<file path="src/common/lps_map.svh">
// Constants of the low-power entry and exit sequencer.
// Assumes a single 250 MHz core clock domain.
`ifndef LPS_MAP_SVH
`define LPS_MAP_SVH

// ****************************************************************
// Widths
// ****************************************************************
`define LPS_DLY_W   21
`define LPS_ST_W    5
`define LPS_CPU_W   2
`define LPS_SYS_W   3

// ****************************************************************
// Timing
// ****************************************************************
`define LPS_CLK_PERIOD_NS 4
`define LPS_SYNC_STAGES   2

`endif

</file>
<file path="src/common/lps_pkg.sv">
// Types of the low-power entry and exit sequencer.
// Assumes lps_map.svh is on the include path.
`include "lps_map.svh"

package lps_pkg;

  // ****************************************************************
  // Sequencer states, one-hot
  // ****************************************************************
  typedef enum logic [`LPS_ST_W-1:0] {
    ST_RUN     = 5'h01,
    ST_CPU_LP  = 5'h02,
    ST_SYS_LP  = 5'h04,
    ST_RESTORE = 5'h08,
    ST_RECOVER = 5'h10
  } lps_state_t;

  // ****************************************************************
  // Subsystem and system low-power modes
  // ****************************************************************
  typedef enum logic [`LPS_CPU_W-1:0] {
    CPU_RUN     = 2'h0,
    CPU_SLEEP   = 2'h1,
    CPU_STOP    = 2'h2,
    CPU_STANDBY = 2'h3
  } lps_cpu_mode_t;

  typedef enum logic [`LPS_SYS_W-1:0] {
    SYS_RUN            = 3'h0,
    SYS_STOP           = 3'h1,
    SYS_LOW_POWER_STOP = 3'h2,
    SYS_LOW_VOLT_STOP  = 3'h3,
    SYS_CORE_OFF_STOP  = 3'h4,
    SYS_STANDBY        = 3'h5
  } lps_sys_mode_t;

  // Settings held by the clock and power control registers
  typedef struct packed {
    lps_cpu_mode_t         cpu_mode;
    lps_sys_mode_t         sys_mode;
    logic                  supply_pin_config;
    logic                  ddr_retention_enable;
    logic                  ddr_io_supply_on;
    logic [`LPS_DLY_W-1:0] recovery_delay;
  } lps_cfg_t;

endpackage

</file>
<file path="src/lps_sequencer.sv">
// Low-power mode entry and exit sequencer.
// Assumes cfg_i, wfi_i and ddr_self_refresh_i come from logic on core_clk_i;
// wakeup_pending_i comes from another domain and is synchronised here.
`timescale 1ns/1ps
`include "lps_map.svh"

module lps_sequencer
  import lps_pkg::*;
(
  input  wire logic                  core_clk_i,
  input  wire logic                  device_reset_input_i,
  input  wire lps_cfg_t              cfg_i,
  input  wire logic                  wfi_i,
  input  wire logic                  wakeup_pending_i,
  input  wire logic                  ddr_self_refresh_i,
  output logic                       run_o,
  output lps_cpu_mode_t              cpu_state_o,
  output lps_sys_mode_t              sys_state_o,
  output logic                       supply_on_out_o,
  output logic                       supply_lowpower_out_o,
  output logic                       ddr_phy_retention_o,
  output logic                       pll_restore_o
);

  // ****************************************************************
  // Helpers
  // ****************************************************************
  function automatic logic is_retention_mode(input lps_sys_mode_t m);
    return (m == SYS_LOW_VOLT_STOP) || (m == SYS_CORE_OFF_STOP);
  endfunction

  // ****************************************************************
  // Wake-up synchroniser
  // ****************************************************************
  logic wake_meta;
  logic wake;

  always_ff @(posedge core_clk_i or negedge device_reset_input_i) begin
    if (!device_reset_input_i) begin
      wake_meta <= 1'h0;
      wake      <= 1'h0;
    end else begin
      wake_meta <= wakeup_pending_i;
      wake      <= wake_meta;
    end
  end

  // ****************************************************************
  // Sequencer
  // ****************************************************************
  lps_state_t            state;
  lps_state_t            next_state;
  lps_cpu_mode_t         cpu_mode;
  lps_cpu_mode_t         next_cpu_mode;
  lps_sys_mode_t         sys_mode;
  lps_sys_mode_t         next_sys_mode;
  logic [`LPS_DLY_W-1:0] dly_cnt;
  logic                  ddr_ok;
  logic                  sys_entry;

  assign ddr_ok = !is_retention_mode(cfg_i.sys_mode) || !cfg_i.ddr_io_supply_on
                  || (ddr_self_refresh_i && cfg_i.ddr_retention_enable);
  assign sys_entry = ((cpu_mode == CPU_STOP) || (cpu_mode == CPU_STANDBY))
                     && !wake && (cfg_i.sys_mode != SYS_RUN) && ddr_ok;

  always_comb begin
    next_state    = state;
    next_cpu_mode = cpu_mode;
    next_sys_mode = sys_mode;
    case (state)
      ST_RUN: begin
        if (wfi_i && (cfg_i.cpu_mode != CPU_RUN)) begin
          next_state    = ST_CPU_LP;
          next_cpu_mode = cfg_i.cpu_mode;
        end
      end
      ST_CPU_LP: begin
        if (wake) begin
          next_state    = ST_RUN;
          next_cpu_mode = CPU_RUN;
        end else if (sys_entry) begin
          next_state    = ST_SYS_LP;
          next_sys_mode = cfg_i.sys_mode;
        end
      end
      ST_SYS_LP: begin
        if (wake) begin
          next_state = ST_RESTORE;
        end
      end
      ST_RESTORE: begin
        // Plain stop goes straight back to Run
        if (sys_mode == SYS_STOP || dly_cnt == '0) begin
          next_state    = ST_RUN;
          next_cpu_mode = CPU_RUN;
          next_sys_mode = SYS_RUN;
        end else begin
          next_state = ST_RECOVER;
        end
      end
      ST_RECOVER: begin
        if (dly_cnt == `LPS_DLY_W'(1)) begin
          next_state    = ST_RUN;
          next_cpu_mode = CPU_RUN;
          next_sys_mode = SYS_RUN;
        end
      end
      default: begin
        next_state    = ST_RUN;
        next_cpu_mode = CPU_RUN;
        next_sys_mode = SYS_RUN;
      end
    endcase
  end

  always_ff @(posedge core_clk_i or negedge device_reset_input_i) begin
    if (!device_reset_input_i) begin
      state    <= ST_RUN;
      cpu_mode <= CPU_RUN;
      sys_mode <= SYS_RUN;
    end else begin
      state    <= next_state;
      cpu_mode <= next_cpu_mode;
      sys_mode <= next_sys_mode;
    end
  end

  // ****************************************************************
  // Recovery delay counter
  // ****************************************************************
  always_ff @(posedge core_clk_i or negedge device_reset_input_i) begin
    if (!device_reset_input_i) begin
      dly_cnt <= '0;
    end else if (state == ST_SYS_LP && wake) begin
      dly_cnt <= cfg_i.recovery_delay;
    end else if (state == ST_RECOVER && dly_cnt != '0) begin
      dly_cnt <= dly_cnt - `LPS_DLY_W'(1);
    end
  end

  // ****************************************************************
  // Outputs
  // ****************************************************************
  logic next_low;
  logic next_standby;

  assign next_low     = (next_state == ST_SYS_LP) && (next_sys_mode != SYS_STOP);
  assign next_standby = (next_state == ST_SYS_LP) && (next_sys_mode == SYS_STANDBY);

  always_ff @(posedge core_clk_i or negedge device_reset_input_i) begin
    if (!device_reset_input_i) begin
      run_o                 <= 1'h1;
      cpu_state_o           <= CPU_RUN;
      sys_state_o           <= SYS_RUN;
      supply_on_out_o       <= 1'h1;
      supply_lowpower_out_o <= 1'h1;
      ddr_phy_retention_o   <= 1'h0;
      pll_restore_o         <= 1'h0;
    end else begin
      run_o                 <= (next_state == ST_RUN);
      cpu_state_o           <= next_cpu_mode;
      sys_state_o           <= next_sys_mode;
      // Back to one as soon as the wake-up leaves the low state
      supply_on_out_o       <= cfg_i.supply_pin_config ? !next_low : !next_standby;
      supply_lowpower_out_o <= !next_low;
      ddr_phy_retention_o   <= (next_state == ST_SYS_LP) && is_retention_mode(next_sys_mode)
                               && cfg_i.ddr_retention_enable;
      pll_restore_o         <= (next_state == ST_RESTORE);
    end
  end
endmodule

</file>
<file path="config.mk">
export PLATFORM = sky130hd
export DESIGN_NAME = lps_sequencer
export DESIGN_NICKNAME = d
export VERILOG_FILES = /design/src/common/lps_pkg.sv /design/src/lps_sequencer.sv
export VERILOG_INCLUDE_DIRS = /design/src /design/src/common
export SDC_FILE = /design/constraint.sdc
export NUM_CORES = 1
export LEC_CHECK = 0
export BUFFER_PORTS_ARGS = -buffer_cell sky130_fd_sc_hd__buf_4
export CAP_MARGIN = 15
export CORE_MARGIN = 3
export CORE_UTILIZATION = 51
export CTS_BUF_LIST = sky130_fd_sc_hd__clkbuf_8
export CTS_CLUSTER_DIAMETER = 200
export DETAILED_ROUTE_END_ITERATION = 16
export PLACE_DENSITY = 0.78
export RECOVER_POWER = 25
export SLEW_MARGIN = 20
export SYNTH_ARGS = -nofsm -noshare
export SYNTH_HDL_FRONTEND = slang
export SYNTH_SLANG_ARGS = --single-unit
</file>
<file path="constraint.sdc">
create_clock -name core_clk_i -period 2.2 [get_ports core_clk_i]
set_input_delay 0.11 -clock core_clk_i [delete_from_list [all_inputs] [get_ports core_clk_i]]
set_output_delay 0.11 -clock core_clk_i [all_outputs]
set_load 0.02 [all_outputs]
</file>
==> results of run 1 <==
flip-flops by register name, summed over array words and instances (netlist names):
name and cells:
cpu_state_o 2, ddr_phy_retention_o 1, dly_cnt 21, pll_restore_o 1, run_o 1, state 5
supply_lowpower_out_o 1, supply_on_out_o 1, sys_state_o 3, wake 1, wake_meta 1
area by class of cell:
class	instances	area [sq um]	share of cell area (%)
Clock buffer	5	68.8	2.12
Clock inverter	3	21.3	0.656
Inverter	7	28.8	0.887
Multi-Input combinational cell	174	1370	42.3
Sequential cell	38	958	29.5
Tap cell	50	62.6	1.93
Timing Repair Buffer	86	733	22.6
metal layers:
layer,share of wire (%),wire (um)
met1,43,2670
met2,50,3110
met3,5.0,311
met4,2.3,146
met5,0,0
kinds of logic after synthesis:
| group | Yosys count |
|---|---|
| and+or+nand+nor | 98 |
| AOI/OAI and AO/OA | 59 |
| DFF | 38 |
| xor gates and xnor gates | 11 |
| buffers and inverters | 11 |
| muxes | 3 |
| adders and majority gates | 3 |
repair_timing:
item | CTS | global route
buffers inserted | 1 | 3
hold buffers | 2 | 0
endpoints found under the hold margin | 35 | 0
pin swaps | 1 | 18
setup endpoints to repair | 7 | 20
gates cloned | 0 | 3
gates resized for setup | 8 | 41
synthesized netlist by cell type (4+ instances only):
cell	count	area share [%]
sky130_fd_sc_hd__dfrtp_1	34	38
sky130_fd_sc_hd__nand2_1	28	4.7
sky130_fd_sc_hd__nor2_1	12	2.0
sky130_fd_sc_hd__o21ai_0	11	2.5
sky130_fd_sc_hd__nand3_1	10	2.3
sky130_fd_sc_hd__nor3_1	6	1.4
sky130_fd_sc_hd__o211ai_1	6	2.0
sky130_fd_sc_hd__o21ai_1	6	1.4
sky130_fd_sc_hd__xnor2_1	6	2.4
sky130_fd_sc_hd__a21oi_1	5	1.1
sky130_fd_sc_hd__inv_1	5	0.85
sky130_fd_sc_hd__or3_1	5	1.4
sky130_fd_sc_hd__xor2_1	5	2.0
sky130_fd_sc_hd__dfstp_2	4	4.7
sky130_fd_sc_hd__nor4_1	4	1.1
metrics by stage:
stage               setup WS (ps)  hold slack [ps]  total power [mW]  area (sq um)  setup TNS [ps]
global placement            -77.6              104              2.38          2840           -77.6
detailed placement          -91.5              105              2.42          2840            -133
finish                      -78.1             7.79              3.13          3240            -143
global route                 -143             16.1              3.31          3240           -1570
CTS                          8.59             7.69              2.97          3000               0
floorplan                    43.9             -186              1.88          2220               0
power by group through the flow:
stage / combinational, mW / sequential [mW] / clock, mW
finish: 1.42 / 1.21 / 0.496
global route: 1.55 / 1.23 / 0.526
CTS: 1.28 / 1.19 / 0.497
detailed placement: 1.24 / 1.18 / 0
global placement: 1.21 / 1.17 / 0
floorplan: 0.654 / 1.23 / 0
worst min-delay path, stage by stage:
cell and delay, ps:
sky130_fd_sc_hd__buf_4 80, sky130_fd_sc_hd__nand2_2 40, sky130_fd_sc_hd__o21ai_2 40
worst max path at each step:
stage | start | endpoint | slack (ps) | depth (start not counted)
2_1_floorplan | dly_cnt[3] | dly_cnt[20] | 40 | 7
3_3_place_gp | dly_cnt[18] | ddr_phy_retention_o | -80 | 7
3_5_place_dp | dly_cnt[18] | ddr_phy_retention_o | -90 | 8
4_1_cts | dly_cnt[15] | ddr_phy_retention_o | 9 | 8
5_1_grt | dly_cnt[6] | dly_cnt[20] | -140 | 7
6_report | dly_cnt[3] | dly_cnt[20] | -80 | 7
==> results_tabular.tex, run 1 <==
\begin{tabular}{lr}
\hline
Metric & Value \\
\hline
\multicolumn{2}{l}{\textbf{Run status}} \\
\quad Outcome & finished with violations \\
\quad Violations in the final reports & negative setup slack \\
\multicolumn{2}{l}{\textbf{STA}} \\
\quad Final worst-path cycle share & 104\% \\
\quad Number of hold violations in the final report & 0 \\
\quad RSZ-0062 raised after global routing & true \\
\quad Measured slew at the worst slew-check pin & roughly 930 ps \\
\quad Worst slew slack as a fraction of its limit & between 30\% and 40\% \\
\quad Fmax & approximately 440 MHz \\
\quad Worst-case setup margin in the final layout & -78.1 ps \\
\quad Endpoints failing setup & 3 \\
\quad Skew final & roughly 6.6 ps \\
\quad Max-slew violation count & 0 \\
\quad Period minus WS final & 2280 ps \\
\multicolumn{2}{l}{\textbf{Logic synthesis}} \\
\quad Share of synthesized cell area in and, or, nand and nor gates & 26.1\% \\
\quad Adder-cell share of the synthesized area & 1.69\% \\
\quad Yosys warning count & 0 \\
\quad Multiplexer fraction of the synthesized cell area & 1.47\% \\
\quad Proportion of synthesized flip-flops having asynchronous set or reset & 100\% \\
\quad Unique masters post-synth & between 60 and 70 \\
\quad Compound-gate portion of the synthesized area & between 20\% and 30\% \\
\quad Fraction of synthesized cell area in xor and xnor cells & under 10\% \\
\quad Main flop type after synthesis & sky130\_fd\_sc\_hd\_\_dfrtp\_1 \\
\quad Largest family of logic cells by synthesized area & simple AND/OR/NAND/NOR gates \\
\quad Cell Area, Synth & roughly 2200 sq um \\
\quad Syn\_nets & between 200 and 300 \\
\quad Flops \& latches, synth & 38 \\
\quad Post-synthesis area per instance & between 9 and 10 sq um \\
\quad Synth Instances & approximately 220 \\
\quad Number of enable flip-flop cells after synthesis & 0 \\
\quad Sequential-to-total area share from yosys stat & roughly 43\% \\
\multicolumn{2}{l}{\textbf{Detailed routing}} \\
\quad Ratio of routed vias to standard cells & a little under 6 \\
\quad Total number of vias & 2,135 \\
\quad Number of violations reported at the end of detailed-routing iteration 0 & $\sim$130 \\
\quad Wire per inst & roughly 17 um \\
\quad Iteration count of the initial detailed-routing pass & 4 \\
\quad Total wirelength of the detailed-routed design & approximately 6200 um \\
\quad DRC violations left & 0 \\
\quad Number of nets with antenna violations after detailed routing & 0 \\
\multicolumn{2}{l}{\textbf{Worst setup path}} \\
\quad Worst Setup Path Type & reg -> reg \\
\quad Worst stage delay on the critical path & between 400 and 500 ps \\
\quad CP Data Arrival Time & between 2000 and 2500 ps \\
\quad Reg2Reg Launch Point & dly\_cnt[3] \\
\quad List of cells traversed by the critical path & nor4\_4, and3\_1, nand4\_2, or2\_4, or4\_4, xor2\_1, o21ai\_2 \\
\quad Largest driver fanout on the critical path & 3 \\
\quad Worst R2R Setup Slack & -80 ps \\
\quad Endpoint kind of the worst setup timing path & flop \\
\quad WP buf/inv & 0 \\
\quad R2R cell count & 7 \\
\quad Required time of the critical path & about 2400 ps \\
\quad Top delay family on crit path & simple AND/OR/NAND/NOR gates \\
\quad Cell with the largest stage delay on the worst path & sky130\_fd\_sc\_hd\_\_dfrtp\_1 \\
\quad Endpoint of the worst register-to-register path & dly\_cnt[20] \\
\quad Startpoint Class & flop \\
\multicolumn{2}{l}{\textbf{Layout}} \\
\quad Layout net count & 349 \\
\quad Final core utilization & about 79\% \\
\quad Share of cells above drive strength 1 & 49.8\% \\
\quad Synthesis-to-finish area growth & 46.4\% \\
\quad Most frequent cells in the layout & 75 x sky130\_fd\_sc\_hd\_\_buf\_4, 32 x sky130\_fd\_sc\_hd\_\_dfrtp\_1, 19 x sky130\_fd\_sc\_hd\_\_nand2\_1 \\
\quad Most frequent standard cell in the layout excluding fill and tap cells & sky130\_fd\_sc\_hd\_\_buf\_4 \\
\quad Fill cell total of the finished layout & between 200 and 300 \\
\quad Number of standard cells in the final layout excluding fillers & 363 \\
\quad Antenna diode count & 0 \\
\multicolumn{2}{l}{\textbf{Clocking}} \\
\quad CTS tree & done \\
\quad Latest clock arrival within the worst-skew pair & around 290 ps \\
\quad Bufs on Longest Clock Path & 2 \\
\quad H-tree depth & 2 \\
\quad Library cell used as clock root buffer & sky130\_fd\_sc\_hd\_\_clkbuf\_8 \\
\quad Inserted Clock Buffers & 5 \\
\quad Clock-pin slew on the worst setup and hold paths & 80 ps \\
\quad Clock Sinks & 38 \\
\multicolumn{2}{l}{\textbf{Floorplan}} \\
\quad Row count & 23 \\
\quad X dimension of the die & roughly 72 um \\
\quad Die height & between 70 and 80 um \\
\quad Overall die area & just over 5000 sq um \\
\quad Io pins & 44 \\
\quad Area of the core & 4090 sq um \\
\quad Starting density of the core & between 50\% and 60\% \\
\multicolumn{2}{l}{\textbf{Min path}} \\
\quad Hold worst-path end & dly\_cnt[3] \\
\quad Worst hold path cell count & 3 \\
\quad Path category of the worst min-delay check & in -> reg \\
\quad Worst Min Path Start & cfg\_i[3] \\
\multicolumn{2}{l}{\textbf{GRT}} \\
\quad Tot GR Track Use & around 23\% \\
\quad Layer with the highest usage after global routing & met2 \\
\quad Met3 Usage GRT & around 5.4\% \\
\quad Wire length of the first global-routing pass & about 9300 um \\
\quad Number of global-route vias before repair & slightly below 2,000 \\
\quad Pin count of the biggest net entering global routing & 39 \\
\quad Met1 Usage GRT & $\sim$30\% \\
\quad Total grt overflow & 0 \\
\quad Initial antenna violation count & 0 \\
\quad Met2 routing resource usage after global routing & 38.2\% \\
\multicolumn{2}{l}{\textbf{Power and ir drop}} \\
\quad Leakage & 1.41 nW \\
\quad Worst-case vdd ir drop & $\sim$0.00077 V \\
\quad Clock power frac & about 16\% \\
\quad Internal Power & 1.89 mW \\
\quad Combinational share of power & between 40\% and 50\% \\
\quad Power density of the placed cells & $\sim$960 nW/um\^{}2 \\
\quad Switching fraction of total power & between 30\% and 40\% \\
\quad Net switching power figure & about 1.2 mW \\
\quad Sequential share of power & between 30\% and 40\% \\
\multicolumn{2}{l}{\textbf{Place}} \\
\quad Number of cells after detailed placement & 346 \\
\quad Global placer's final weighted congestion & 0.943 \\
\quad Port Buf Inserts & between 40 and 50 \\
\quad DPL Wire Length & $\sim$4200 um \\
\multicolumn{2}{l}{\textbf{Job}} \\
\quad Count of max-cap constraint violations & 0 \\
\hline
\end{tabular}
(Power assumes the default switching activity.)
==> run 2, diff against run 1 <==
--- a/config.mk
+++ b/config.mk
@@ -9,12 +9,14 @@
 export BUFFER_PORTS_ARGS = -buffer_cell sky130_fd_sc_hd__buf_4
 export CAP_MARGIN = 15
 export CORE_MARGIN = 3
-export CORE_UTILIZATION = 51
+export CORE_UTILIZATION = 57
 export CTS_BUF_LIST = sky130_fd_sc_hd__clkbuf_8
 export CTS_CLUSTER_DIAMETER = 200
 export DETAILED_ROUTE_END_ITERATION = 16
-export PLACE_DENSITY = 0.78
+export GPL_TIMING_DRIVEN = 0
+export PLACE_DENSITY = 0.82
 export RECOVER_POWER = 25
+export SKIP_CTS_REPAIR_TIMING = 1
 export SLEW_MARGIN = 20
 export SYNTH_ARGS = -nofsm -noshare
 export SYNTH_HDL_FRONTEND = slang
==> constraint.sdc (replaced) <==
create_clock -name core_clk_i -period 2.4 [get_ports core_clk_i]
set_input_delay 0.12 -clock core_clk_i [delete_from_list [all_inputs] [get_ports core_clk_i]]
set_output_delay 0.12 -clock core_clk_i [all_outputs]
set_load 0.02 [all_outputs]
==> results_tabular.tex, run 2 (synthesis results as in run 1) <==
\begin{tabular}{lr}
\hline
Metric & Value \\
\hline
\multicolumn{2}{l}{\textbf{Run status}} \\
\quad Outcome & finished, final reports clean \\
\multicolumn{2}{l}{\textbf{Clocking}} \\
\quad Library cell used as clock root buffer & sky130\_fd\_sc\_hd\_\_clkbuf\_8 \\
\quad CTS tree & done \\
\quad Latest clock arrival within the worst-skew pair & 290 ps \\
\quad Clock Sinks & 38 \\
\quad Bufs on Longest Clock Path & 2 \\
\quad Clock-pin slew on the worst setup and hold paths & around 80 ps \\
\quad Inserted Clock Buffers & 5 \\
\quad H-tree depth & 2 \\
\multicolumn{2}{l}{\textbf{Layout}} \\
\quad Share of cells above drive strength 1 & 40.3\% \\
\quad Layout net count & around 330 \\
\quad Number of standard cells in the final layout excluding fillers & approximately 340 \\
\quad Most frequent cells in the layout & 55 x sky130\_fd\_sc\_hd\_\_buf\_4, 30 x sky130\_fd\_sc\_hd\_\_dfrtp\_1, 28 x sky130\_fd\_sc\_hd\_\_nand2\_1 \\
\quad Final core utilization & $\sim$79\% \\
\quad Antenna diode count & 0 \\
\quad Registers with the most flip-flops & dly\_cnt (21), state (5), sys\_state\_o (3) \\
\quad Most frequent standard cell in the layout excluding fill and tap cells & sky130\_fd\_sc\_hd\_\_buf\_4 \\
\quad Synthesis-to-finish area growth & 33.2\% \\
\quad Register with the most flip-flops & dly\_cnt \\
\quad Fill cell total of the finished layout & approximately 250 \\
\quad Number of flip-flops in the largest register & 21 \\
\multicolumn{2}{l}{\textbf{Power and ir drop}} \\
\quad PnR Total Power & about 2.8 mW \\
\quad Leakage & around 1.3 nW \\
\quad Power density of the placed cells & a little under 1000 nW/um\^{}2 \\
\quad Worst-case vdd ir drop & between 0.0007 and 0.0008 V \\
\multicolumn{2}{l}{\textbf{Min path}} \\
\quad Worst hold path cell count & 2 \\
\quad Worst Min Path Start & cfg\_i[14] \\
\quad Path category of the worst min-delay check & in -> reg \\
\quad Hold worst-path end & dly\_cnt[14] \\
\multicolumn{2}{l}{\textbf{Detailed routing}} \\
\quad Number of nets with antenna violations after detailed routing & 0 \\
\quad Total number of vias & about 2,000 \\
\quad Iteration count of the initial detailed-routing pass & 4 \\
\quad Number of violations reported at the end of detailed-routing iteration 0 & 146 \\
\quad Ratio of routed vias to standard cells & around 5.9 \\
\quad Total wirelength of the detailed-routed design & between 5000 and 6000 um \\
\quad DRC violations left & 0 \\
\quad Wire per inst & 16.4 um \\
\multicolumn{2}{l}{\textbf{Floorplan}} \\
\quad Starting density of the core & 59.6\% \\
\quad Die height & 68.4 um \\
\quad X dimension of the die & $\sim$68 um \\
\quad Area of the core & roughly 3700 sq um \\
\quad Io pins & between 40 and 50 \\
\quad Row count & 22 \\
\quad Overall die area & 4670 sq um \\
\multicolumn{2}{l}{\textbf{Worst setup path}} \\
\quad R2R cell count & 10 \\
\quad CP Data Arrival Time & about 2600 ps \\
\quad Reg2Reg Launch Point & state[2] \\
\quad Largest driver fanout on the critical path & 10 \\
\quad Worst Setup Path Type & reg -> reg \\
\quad Required time of the critical path & between 2000 and 3000 ps \\
\quad Worst R2R Setup Slack & 30 ps \\
\quad Startpoint Class & flop \\
\quad Endpoint kind of the worst setup timing path & flop \\
\quad Endpoint of the worst register-to-register path & dly\_cnt[15] \\
\multicolumn{2}{l}{\textbf{STA}} \\
\quad Period minus WS final & around 2400 ps \\
\quad Endpoints failing setup & 0 \\
\quad Number of hold violations in the final report & 0 \\
\quad Final worst-path cycle share & between 90 and 100\% \\
\quad Measured slew at the worst slew-check pin & about 930 ps \\
\quad Skew final & 12.2 ps \\
\quad Worst slew slack as a fraction of its limit & between 30\% and 40\% \\
\quad Max-slew violation count & 0 \\
\quad Fmax & 422 MHz \\
\quad RSZ-0062 raised after global routing & true \\
\multicolumn{2}{l}{\textbf{GRT}} \\
\quad Wire length of the first global-routing pass & between 8000 and 9000 um \\
\quad Initial antenna violation count & 0 \\
\quad Pin count of the biggest net entering global routing & 39 \\
\quad Tot GR Track Use & 23.7\% \\
\quad Total grt overflow & 0 \\
\quad Number of global-route vias before repair & 1,802 \\
\multicolumn{2}{l}{\textbf{Place}} \\
\quad Global placer's final weighted congestion & between 0.8 and 0.9 \\
\quad Number of cells after detailed placement & around 310 \\
\quad DPL Wire Length & 3570 um \\
\quad Port Buf Inserts & between 40 and 50 \\
\multicolumn{2}{l}{\textbf{Job}} \\
\quad Count of max-cap constraint violations & 0 \\
\hline
\end{tabular}
## run 2: changes by cell type in the layout (fill, tap and decap cells not counted), sizes merged
| cell | previous run | this run |
|---|---|---|
| bufinv | 0 | 2 |
| clkinvlp | 1 | 0 |
| inv | 7 | 6 |
| buf | 79 | 58 |
| clkinv | 2 | 1 |
| clkbuf | 10 | 9 |
## run 2: power breakdown
group	internal [mW]	switching (mW)	total [mW]
clock network	0.443	0.234	0.678
registers	0.878	0.313	1.19
logic	0.498	0.468	0.966
total	1.82	1.02	2.84
## run 2: metal layers
layer	global-route usage (%)	routed length (um)	vias up
met3	6.08	285	6
met4	4.71	68	0
li1	-	-	962
met5	0	0	-
met2	39.0	2850	60
met1	31.7	2340	973
## run 2: critical path: stages, from the launching register on
cell	delay [ps]
sky130_fd_sc_hd__dfrtp_2	450
sky130_fd_sc_hd__or4b_4	580
sky130_fd_sc_hd__nor3_4	150
sky130_fd_sc_hd__a21bo_1	240
sky130_fd_sc_hd__a21o_1	190
sky130_fd_sc_hd__buf_6	150
sky130_fd_sc_hd__clkinv_2	80
sky130_fd_sc_hd__buf_6	150
sky130_fd_sc_hd__buf_8	140
sky130_fd_sc_hd__nand2_1	60
sky130_fd_sc_hd__o211ai_1	80
## run 2: per-stage QoR
stage	setup WS [ps]	TNS, ps	cell area [sq um]	hold slack, ps
global route	-64.6	-302	2950	16.7
detailed placement	-76.9	-76.9	2600	112
global placement	-18.0	-18.0	2600	112
finish	28.5	0	2950	21.7
CTS	-156	-267	2740	-202
floorplan	244	0	2220	-176
## run 2: how the worst max path moves through the flow
stage / end / slack [ps] / start / cells after the start
4_1_cts: dly_cnt[7] / -160 / dly_cnt[16] / 7
5_1_grt: ddr_phy_retention_o / -60 / dly_cnt[5] / 8
3_5_place_dp: dly_cnt[7] / -80 / dly_cnt[18] / 7
3_3_place_gp: dly_cnt[7] / -20 / dly_cnt[18] / 7
6_report: dly_cnt[15] / 30 / state[2] / 10
2_1_floorplan: dly_cnt[20] / 240 / dly_cnt[3] / 7
## run 2: area by class of cell
| cell class | instances | area [sq um] | share of cell area [%] |
|---|---|---|---|
| buffer | 4 | 45.0 | 1.53 |
| clock buffer | 6 | 82.6 | 2.80 |
| timing repair buffer | 59 | 445 | 15.1 |
| clock inverter | 2 | 60.1 | 2.03 |
| tap | 48 | 60.1 | 2.03 |
| multi-input combinational | 174 | 1270 | 43.0 |
| inverter | 7 | 27.5 | 0.933 |
| sequential | 38 | 961 | 32.6 |
